<file path="src/verilog/dttd_pkg.sv">
/*
 * Package for the dual timer transmit/demodulation block: register
 * addresses, field positions, reset values and the carrier types.
 * Assumes an 8-bit register port with 12-bit linear addresses.
 */
package dttd_pkg;

    // ------------------------------------------------------------
    // Register addresses
    // ------------------------------------------------------------
    localparam int          ADDR_W          = 12;
    localparam logic [11:0] ADDR_TIMER8_CTL = 12'h0d00;
    localparam logic [11:0] ADDR_SHARED_CTL = 12'h0d01;
    localparam logic [11:0] ADDR_SECOND_CTL = 12'h0d02;
    localparam logic [11:0] ADDR_THIRD_CTL  = 12'h0d03;
    localparam logic [11:0] ADDR_T8_LOW     = 12'h0d04;
    localparam logic [11:0] ADDR_T8_HIGH    = 12'h0d05;
    localparam logic [11:0] ADDR_T16_LOW    = 12'h0d06;
    localparam logic [11:0] ADDR_T16_HIGH   = 12'h0d07;
    localparam logic [11:0] ADDR_CAP8_LOW   = 12'h0d08;
    localparam logic [11:0] ADDR_CAP8_HIGH  = 12'h0d09;
    localparam logic [11:0] ADDR_CAP16_LOW  = 12'h0d0a;
    localparam logic [11:0] ADDR_CAP16_HIGH = 12'h0d0b;

    // ------------------------------------------------------------
    // Field positions
    // ------------------------------------------------------------
    localparam int T8C_ENABLE   = 7;
    localparam int T8C_SINGLE   = 6;
    localparam int T8C_TIMEOUT  = 5;
    localparam int T8C_PRE_HI   = 4;
    localparam int T8C_PRE_LO   = 3;
    localparam int T8C_CAP_IE   = 2;
    localparam int T8C_TO_IE    = 1;
    localparam int T8C_PIN_SEL  = 0;
    localparam int SH_MODE      = 7;
    localparam int SH_PIN_INSEL = 6;
    localparam int SH_LOGIC_HI  = 5;
    localparam int SH_LOGIC_LO  = 4;
    localparam int SH_INIT8     = 1;
    localparam int SH_INIT16    = 0;
    localparam int C2_ENABLE    = 7;
    localparam int C2_SINGLE    = 6;
    localparam int C2_TIMEOUT   = 5;
    localparam int C2_PRE_HI    = 4;
    localparam int C2_PRE_LO    = 3;
    localparam int C3_ENABLE8   = 6;

    // ------------------------------------------------------------
    // Reset values and counter constants
    // ------------------------------------------------------------
    localparam logic [7:0]  RST_BYTE    = 8'h00;
    localparam logic [7:0]  TERM8       = 8'h01;
    localparam logic [15:0] TERM16      = 16'h0001;
    localparam logic [2:0]  PRESC_RST   = 3'h0;
    // Bits of the 8-bit control kept by a stop-mode recovery
    localparam logic [7:0]  T8C_KEEP    = 8'h1e;

    // ------------------------------------------------------------
    // Carrier types
    // ------------------------------------------------------------
    typedef struct packed {
        logic [11:0] addr;
        logic [7:0]  wdata;
        logic        wr;
        logic        rd;
    } dttd_bus_t;

    typedef struct packed {
        logic [7:0]  timer8_control;
        logic [7:0]  shared_timer_mode_control;
        logic [7:0]  second_timer_control;
        logic [7:0]  third_timer_control;
        logic [7:0]  timer8_low_hold;
        logic [7:0]  timer8_high_hold;
        logic [7:0]  timer16_low_hold;
        logic [7:0]  timer16_high_hold;
        logic [7:0]  cap8_low;
        logic [7:0]  cap8_high;
        logic [15:0] cap16;
        logic [7:0]  cnt8;
        logic [15:0] cnt16;
        logic [2:0]  presc;
        logic        out8;
        logic        out16;
        logic        run8;
        logic        run16;
        logic        arm16;
        logic        en8_prev;
        logic        en16_prev;
        logic        din_prev;
        logic [7:0]  rdata;
        logic        pin4;
        logic        pin6;
        logic        irq_to;
        logic        irq_cap;
        logic        external_interrupt_one;
    } dttd_state_t;

endpackage

</file>
<file path="src/verilog/dttd_top.sv">
/*
 * Dual timer: an 8-bit and a 16-bit counter with hold registers, a
 * transmit mode that drives waveforms on two port pins and a
 * demodulation mode that captures edge timing of a selected input.
 * Assumes synchronous pin inputs and a one-cycle register port.
 */
`timescale 1ns/10ps

module dttd_top (
    input  wire logic              I_MCLK,
    input  wire logic              I_RST_N,
    input  wire logic              I_STOP_RECOVER,
    input  wire dttd_pkg::dttd_bus_t I_BUS,
    input  wire logic              I_PORT3_PIN4_PORT,
    input  wire logic              I_PORT3_PIN6_PORT,
    input  wire logic              I_PORT3_PIN1,
    input  wire logic              I_PORT2_PIN0,
    input  wire logic              I_IMR_PIN1_EN,
    output logic [7:0]             O_RDATA,
    output logic                   O_PORT3_PIN4,
    output logic                   O_PORT3_PIN6,
    output logic                   O_T8_TIMEOUT_IRQ,
    output logic                   O_CAPTURE_IRQ,
    output logic                   O_EXT_EXTERNAL_INTERRUPT_ONE
);
    import dttd_pkg::*;

    // ------------------------------------------------------------
    // Helpers
    // ------------------------------------------------------------
    // Prescaler tick for a 2-bit divide code
    function automatic logic presc_hit(input logic [2:0] p,
                                       input logic [1:0] sel);
        case (sel)
            2'b00:   presc_hit = 1'b1;
            2'b01:   presc_hit = p[0];
            2'b10:   presc_hit = &p[1:0];
            default: presc_hit = &p;
        endcase
    endfunction

    // Combined transmit output: AND, OR, NOR, NAND
    function automatic logic combine(input logic a, input logic b,
                                     input logic [1:0] sel);
        case (sel)
            2'b00:   combine = a & b;
            2'b01:   combine = a | b;
            2'b10:   combine = ~(a | b);
            default: combine = ~(a & b);
        endcase
    endfunction

    dttd_state_t s_q;
    dttd_state_t s_d;
    logic        en8;
    logic        start8;
    logic        tick8;
    logic        term8;
    logic        en16;
    logic        start16;
    logic        tick16;
    logic        term16;
    logic        demod;
    logic        din;
    logic        rise;
    logic        fall;
    logic        edge8;
    logic        edge16;
    logic        wr_ctl8;

    // ------------------------------------------------------------
    // Next-state logic
    // ------------------------------------------------------------
    always_comb begin
        s_d     = s_q;
        demod   = s_q.shared_timer_mode_control[SH_MODE];
        en8     = s_q.timer8_control[T8C_ENABLE]
                | s_q.third_timer_control[C3_ENABLE8];
        start8  = en8 & ~s_q.en8_prev;
        en16    = s_q.second_timer_control[C2_ENABLE];
        start16 = en16 & ~s_q.en16_prev;
        tick8   = presc_hit(s_q.presc,
                    s_q.timer8_control[T8C_PRE_HI:T8C_PRE_LO]);
        tick16  = presc_hit(s_q.presc,
                    s_q.second_timer_control[C2_PRE_HI:C2_PRE_LO]);
        // Demodulator input select
        din     = s_q.shared_timer_mode_control[SH_PIN_INSEL]
                ? I_PORT2_PIN0 : I_PORT3_PIN1;
        rise    = demod & din & ~s_q.din_prev;
        fall    = demod & ~din & s_q.din_prev;
        edge8   = s_q.run8 & ((rise & s_q.shared_timer_mode_control[SH_INIT8])
                | (fall & s_q.shared_timer_mode_control[SH_INIT16]));
        case (s_q.shared_timer_mode_control[SH_LOGIC_HI:SH_LOGIC_LO])
            2'b00:   edge16 = fall;
            2'b01:   edge16 = rise;
            default: edge16 = rise | fall;
        endcase
        // Edges win over ticks so a capture never also times out
        // A disable landing this cycle also blocks a stray time-out
        term8   = en8 & s_q.run8 & tick8 & ~edge8 & (s_q.cnt8 == TERM8);
        term16  = en16 & s_q.run16 & tick16 & ~(demod & edge16)
                & (s_q.cnt16 == TERM16);
        wr_ctl8 = I_BUS.wr & (I_BUS.addr == ADDR_TIMER8_CTL);

        s_d.presc     = s_q.presc + 3'h1;
        s_d.en8_prev  = en8;
        s_d.en16_prev = en16;
        s_d.din_prev  = din;

        // 8-bit timer
        if (!en8) begin
            s_d.run8 = 1'b0;
        end else if (start8) begin
            s_d.run8 = 1'b1;
            s_d.out8 = demod ? 1'b0 : s_q.shared_timer_mode_control[SH_INIT8];
            s_d.cnt8 = (demod | s_q.shared_timer_mode_control[SH_INIT8])
                     ? s_q.timer8_high_hold : s_q.timer8_low_hold;
        end else if (edge8) begin
            // Rising edge ends a low period, falling edge a high one
            if (rise)
                s_d.cap8_low = s_q.cnt8;
            else
                s_d.cap8_high = s_q.cnt8;
            s_d.cnt8 = s_q.timer8_high_hold;
        end else if (s_q.run8 && tick8) begin
            if (s_q.cnt8 == TERM8) begin
                if (demod) begin
                    s_d.cnt8 = s_q.timer8_high_hold;
                end else begin
                    s_d.out8 = ~s_q.out8;
                    s_d.cnt8 = s_q.out8 ? s_q.timer8_low_hold
                                        : s_q.timer8_high_hold;
                end
                if (s_q.timer8_control[T8C_SINGLE])
                    s_d.run8 = 1'b0;
            end else begin
                s_d.cnt8 = s_q.cnt8 - 8'h01;
            end
        end

        // 16-bit timer
        if (!en16) begin
            s_d.run16 = 1'b0;
            s_d.arm16 = 1'b0;
        end else if (start16) begin
            // Demod waits for the first edge before counting
            s_d.run16 = ~demod;
            s_d.arm16 = demod;
            s_d.out16 = s_q.shared_timer_mode_control[SH_INIT16];
            s_d.cnt16 = {s_q.timer16_high_hold,
                         s_q.timer16_low_hold};
        end else if (demod && edge16 && (s_q.arm16 || s_q.run16)) begin
            s_d.cap16 = s_q.cnt16;
            s_d.cnt16 = {s_q.timer16_high_hold, s_q.timer16_low_hold};
            s_d.run16 = 1'b1;
            s_d.arm16 = 1'b0;
        end else if (s_q.run16 && tick16) begin
            if (s_q.cnt16 == TERM16) begin
                s_d.out16 = demod ? s_q.out16 : ~s_q.out16;
                s_d.cnt16 = {s_q.timer16_high_hold, s_q.timer16_low_hold};
                if (s_q.second_timer_control[C2_SINGLE] && !demod)
                    s_d.run16 = 1'b0;
            end else begin
                // Zero steps to FFFFh with no time-out
                s_d.cnt16 = s_q.cnt16 - 16'h0001;
            end
        end

        // Register writes
        if (I_BUS.wr) begin
            case (I_BUS.addr)
                ADDR_TIMER8_CTL: begin
                    s_d.timer8_control[7:6] = I_BUS.wdata[7:6];
                    s_d.timer8_control[4:0] = I_BUS.wdata[4:0];
                end
                ADDR_SHARED_CTL:
                    s_d.shared_timer_mode_control = I_BUS.wdata;
                ADDR_SECOND_CTL: begin
                    s_d.second_timer_control[7:6] = I_BUS.wdata[7:6];
                    s_d.second_timer_control[4:0] = I_BUS.wdata[4:0];
                end
                ADDR_THIRD_CTL: s_d.third_timer_control = I_BUS.wdata;
                ADDR_T8_LOW:    s_d.timer8_low_hold     = I_BUS.wdata;
                ADDR_T8_HIGH:   s_d.timer8_high_hold    = I_BUS.wdata;
                ADDR_T16_LOW:   s_d.timer16_low_hold    = I_BUS.wdata;
                ADDR_T16_HIGH:  s_d.timer16_high_hold   = I_BUS.wdata;
                default: ;
            endcase
        end

        // Time-out flags: write one clears, a set in the same cycle wins
        s_d.timer8_control[T8C_TIMEOUT] = term8 |
            (s_q.timer8_control[T8C_TIMEOUT]
             & ~(wr_ctl8 & I_BUS.wdata[T8C_TIMEOUT]));
        s_d.second_timer_control[C2_TIMEOUT] = term16 |
            (s_q.second_timer_control[C2_TIMEOUT]
             & ~(I_BUS.wr & (I_BUS.addr == ADDR_SECOND_CTL)
                 & I_BUS.wdata[C2_TIMEOUT]));

        // Stop-mode recovery: holds and sticky control bits survive
        if (I_STOP_RECOVER) begin
            s_d.timer8_control = s_q.timer8_control & T8C_KEEP;
            s_d.shared_timer_mode_control = RST_BYTE;
            s_d.second_timer_control      = RST_BYTE;
            s_d.third_timer_control       = RST_BYTE;
            s_d.run8  = 1'b0;
            s_d.run16 = 1'b0;
            s_d.arm16 = 1'b0;
            s_d.out8  = 1'b0;
            s_d.out16 = 1'b0;
        end

        // Read data, valid the cycle after the strobe
        s_d.rdata = RST_BYTE;
        if (I_BUS.rd) begin
            case (I_BUS.addr)
                ADDR_TIMER8_CTL: s_d.rdata = s_q.timer8_control;
                ADDR_SHARED_CTL: s_d.rdata = s_q.shared_timer_mode_control;
                ADDR_SECOND_CTL: s_d.rdata = s_q.second_timer_control;
                ADDR_THIRD_CTL:  s_d.rdata = s_q.third_timer_control;
                ADDR_T8_LOW:     s_d.rdata = s_q.timer8_low_hold;
                ADDR_T8_HIGH:    s_d.rdata = s_q.timer8_high_hold;
                ADDR_T16_LOW:    s_d.rdata = s_q.timer16_low_hold;
                ADDR_T16_HIGH:   s_d.rdata = s_q.timer16_high_hold;
                ADDR_CAP8_LOW:   s_d.rdata = s_q.cap8_low;
                ADDR_CAP8_HIGH:  s_d.rdata = s_q.cap8_high;
                ADDR_CAP16_LOW:  s_d.rdata = s_q.cap16[7:0];
                ADDR_CAP16_HIGH: s_d.rdata = s_q.cap16[15:8];
                default:         s_d.rdata = RST_BYTE;
            endcase
        end

        // Pins and interrupt pulses, registered
        s_d.pin4 = s_q.timer8_control[T8C_PIN_SEL]
                 ? s_q.out8 : I_PORT3_PIN4_PORT;
        s_d.pin6 = (!demod && s_q.shared_timer_mode_control[SH_PIN_INSEL])
                 ? combine(s_q.out8, s_q.out16,
                   s_q.shared_timer_mode_control[SH_LOGIC_HI:SH_LOGIC_LO])
                 : I_PORT3_PIN6_PORT;
        s_d.irq_to  = term8 & s_q.timer8_control[T8C_TO_IE];
        s_d.irq_cap = edge8 & en8 & ~start8
                    & s_q.timer8_control[T8C_CAP_IE];
        s_d.external_interrupt_one    = (rise | fall)
                    & ~s_q.shared_timer_mode_control[SH_PIN_INSEL]
                    & I_IMR_PIN1_EN;
    end

    // ------------------------------------------------------------
    // State register
    // ------------------------------------------------------------
    always_ff @(posedge I_MCLK or negedge I_RST_N) begin
        if (!I_RST_N)
            s_q <= '0;
        else
            s_q <= s_d;
    end

    // Outputs straight from flops
    assign O_RDATA          = s_q.rdata;
    assign O_PORT3_PIN4     = s_q.pin4;
    assign O_PORT3_PIN6     = s_q.pin6;
    assign O_T8_TIMEOUT_IRQ = s_q.irq_to;
    assign O_CAPTURE_IRQ    = s_q.irq_cap;
    assign O_EXT_EXTERNAL_INTERRUPT_ONE       = s_q.external_interrupt_one;
endmodule // dttd_top

</file>
<file path="config.mk">
export PLATFORM = sky130hd
export DESIGN_NAME = dttd_top
export DESIGN_NICKNAME = d
export VERILOG_FILES = /design/src/verilog/dttd_pkg.sv /design/src/verilog/dttd_top.sv
export SDC_FILE = /design/constraint.sdc
export NUM_CORES = 1
export LEC_CHECK = 0
export BUFFER_PORTS_ARGS = -buffer_cell sky130_fd_sc_hd__buf_2
export CORE_UTILIZATION = 30
export CTS_CLUSTER_DIAMETER = 120
export DETAILED_ROUTE_END_ITERATION = 8
export GPL_TIMING_DRIVEN = 0
export SLEW_MARGIN = 20
export SYNTH_ARGS = -nofsm -noshare
export SYNTH_HDL_FRONTEND = slang
export SYNTH_SLANG_ARGS = --single-unit
</file>
<file path="constraint.sdc">
create_clock -name I_MCLK -period 2.4 [get_ports I_MCLK]
set_input_delay 0.48 -clock I_MCLK [delete_from_list [all_inputs] [get_ports I_MCLK]]
set_output_delay 0.48 -clock I_MCLK [all_outputs]
set_load 0.005 [all_outputs]
</file>
==> flow_summary.ini <==
[timing]
finalCritPeriodShare_pct = 98.7
finalSetupViolations = 0
grt_setup_unrepaired = yes
final-hold-violation-count = 0
worst_slew_pin_slew_ns = 0.818
drv_slew = 0
relSlewSlack_pct = 45.4
skew_ns = 0.0131
max_freq_ghz = 0.422
period_minus_slack_ns = 2.37
fin_setup_tns_ns = 0

[final_layout]
finalNonFillerCells = 1156
area_growth_pct = 22.6
nNetsFinal = 849
final_util_pct = 37.4
diodes = 0
drive_gt1_share_pct = 29.4
n_fill_cell = 2531

[drt]
drt-vias-per-instance = 5.39
wl_mm = 23.2
drt_iter0_drc = 614
drtPass1Iterations = 5
antenna_left = 0
drc_errors = 0
vias = 6234
wl_per_cell_um = 20.1

[synth]
yosysWarnings = 0
synth_ff_type = dfrtp_1
netlist_instances = 729
synth.area.mux_share_pct = 20.1
synthArstFlopShare_pct = 100
yosys.area_share.simple_pct = 14.3
synth_xor_area_share_pct = 0.572
synth_edf_count = 0
synth_nets = 765
synth_compound_area_share_pct = 13.2
ys_types = 66
synth_top_family_by_area = multiplexers
ys_ff_latch = 144
synth_area_mm2 = 0.00765
avgSynthCellArea_um2 = 10.5
yosys.area_share.adder_pct = 0.981
synth_seq_area_share_pct = 47.1

[hold_path]
hold_class = in -> reg
hold_path_depth = 3
hold_end = O_EXT_EXTERNAL_INTERRUPT_ONE
hp-start = I_IMR_PIN1_EN

[placement]
gp_congestion = 0.907
dp.cells = 1100
io_buffer_count = 40
hpwl_mm = 16.8

[worst_setup_path]
worstPathCellList = buf_2 > or4_1 > clkbuf_1 > nor3_4 > nand3_2 > nor2_4 > mux2_2
worst-r2r-cell-count = 7
regToRegEndpoint = s_q[20]
cp-end-kind = flip-flop
r2r_slack_ns = 0.05
max_stage_delay_ns = 0.52
worst_ep_arrival_time_ns = 2.69
critPathMaxFanout = 6
r2r_start = s_q[21]
required_ns = 2.72
path_class = in -> reg
cpMaxStageDelayCell = or4_1
startpoint_type = primary input

[grt]
overflow = 0
antenna_found_initial = 0
grt_pass1_wl_mm = 35.8
first_global_vias = 5874
grt_max_degree = 93
track_usage_pct = 18.4

[clocking]
cts_tree = built
numCtsBuffers = 17
root_buffer = clkbuf_16
htreeDepth = 4
cts.clk_slew.worst_paths_ns = 0.07
clk_path_buf_depth = 2
cts.sinks = 144
clkLatencyLatePin_ns = 0.44

[pwr]
vdd_drop_max_v = 0.000399
power_density_mw_per_mm2 = 591
cellLeakagePower_uw = 0.00448

[die]
fp.coreArea_mm2 = 0.0251
row_count = 58
ioPinCount = 43
start_util_pct = 30.5
die_area_mm2 = 0.0262
die_w_um = 162
die_h_um = 162

[outcome]
status = completed

[flow_run]
cap_violations = 0
[sequential cells by signal, summed over array words and instances (netlist names)]
name and count:
O_CAPTURE_IRQ 1, O_EXT_EXTERNAL_INTERRUPT_ONE 1, O_PORT3_PIN4 1, O_PORT3_PIN6 1
O_RDATA 8, O_T8_TIMEOUT_IRQ 1, demod 1, en16 1
s_q 129
[metal layers]
metal / up-vias / part of all wire [%] / wire, um / GRT usage, %
li1: 2845 / - / - / -
met1: 3123 / 47 / 11000 / 27.0
met2: 225 / 44 / 10200 / 26.9
met3: 41 / 6.1 / 1420 / 3.14
met4: 0 / 2.7 / 639 / 7.20
met5: - / 0 / 0 / 0
[area by class of cell]
class                           count  area [um^2]  area share (%)
Multi-Input combinational cell    517         3980            42.4
Timing Repair Buffer               66          440            4.69
Inverter                           22         82.6           0.880
Clock buffer                       19          453            4.83
Clock inverter                     13          175            1.87
Sequential cell                   144         3610            38.4
Buffer                             45          238            2.53
Tap cell                          330          413            4.40
[critical path, delay by kind of cell]
family | cells | cell delay (ns)
and+or+nand+nor | 4 | 1.47
muxes | 1 | 0.35
buffers and inverters | 2 | 0.39
[stage by stage]
step | area (um^2) | power (uW) | hold slack (ns) | worst slack [ns]
4_1_cts | 9110 | 5580 | 0.244 | 0.00604
6_report | 9390 | 5540 | 0.259 | 0.0317
2_1_floorplan | 7650 | 2590 | 0.184 | 0.0519
5_1_grt | 9390 | 5730 | 0.268 | -0.0668
3_3_place_gp | 8270 | 2730 | 0.358 | -1.36
3_5_place_dp | 8300 | 2740 | 0.362 | -0.764
[placed cells by master, fill, tap and decap left out, types with 5 or more instances in the layout]
master / synthesis / final
a21oi_1: 39 / 37
a221o_1: 5 / 5
a22o_1: 12 / 12
a22oi_1: 13 / 13
a31oi_1: 8 / 8
and3_1: 9 / 8
buf_2: 2 / 41
buf_4: 10 / 34
clkbuf_1: 30 / 20
clkbuf_16: 0 / 17
clkbuf_2: 0 / 8
dfrtp_1: 144 / 142
inv_1: 21 / 21
inv_6: 0 / 5
mux2_2: 72 / 72
mux2i_1: 62 / 60
nand2_1: 53 / 51
nand2b_1: 6 / 6
nand3_1: 18 / 17
nor2_1: 67 / 62
nor3_1: 14 / 13
o211ai_1: 5 / 5
o21ai_0: 35 / 35
[cell usage after synthesis (all sizes together), types with 3 or more instances]
cell,n,area share (%)
a2bb2oi,3,0.34
clkbuf,30,1.5
nor2,68,3.4
mux2,72,11
ha,6,0.98
nand3,21,1.6
a21oi,39,2.6
a22oi,13,1.3
mux2i,63,8.3
or4,4,0.44
a22o,12,1.4
o31ai,3,0.29
and3,9,0.74
dfrtp,144,47
o22ai,5,0.41
nand2,53,2.6
nor2b,5,0.41
a32oi,3,0.34
o32ai,4,0.56
a211oi,3,0.29
a31oi,10,0.98
o21ai,36,2.4
mux4,4,1.2
nand2b,6,0.49
a221o,5,0.65
o211ai,5,0.49
nor4,9,1.0
nand4,6,0.65
nor3,15,1.0
buf,16,1.3
xnor2,4,0.46
and2,5,0.44
a211o,3,0.34
nor3b,4,0.39
inv,22,1.1
[cell families (layout without fill, tap and decap cells)]
kind of cell    count (synthesis)  in the layout
flops                         144            144
mux                           139            139
xor+xnor                        5              5
simple gates                  215            215
buf+inv                        68            165
fa+ha+maj                       6              6
compound gates                152            152
[worst max-delay path by stage]
stage	startpoint	depth (start not counted)	end
2_1_floorplan	I_BUS[15]	6	s_q[137]
3_3_place_gp	I_RST_N	1	s_q[44]
3_5_place_dp	I_BUS[15]	6	s_q[100]
4_1_cts	s_q[134]	8	s_q[41]
5_1_grt	s_q[21]	7	s_q[20]
6_report	I_BUS[15]	7	s_q[139]
[power by group]
group	internal (uW)	total (uW)	switching [uW]	leakage (uW)
combinational	80.5	270	190	0.00219
clock	1710	2830	1120	0.000302
sequential	2430	2450	12.0	0.00199
total	4230	5540	1320	0.00448
[what timing repair did]
| item | 4_1_cts | 5_1_grt |
|---|---|---|
| hold buffers | 1 | 0 |
| endpoints found under the setup margin | 97 | 71 |
| buffers inserted | 6 | 18 |
| resized for setup | 25 | 45 |
| endpoints found under the hold margin | 52 | 0 |
| pin swaps | 3 | 14 |
Note: power is estimated with default switching activity, not from simulation.
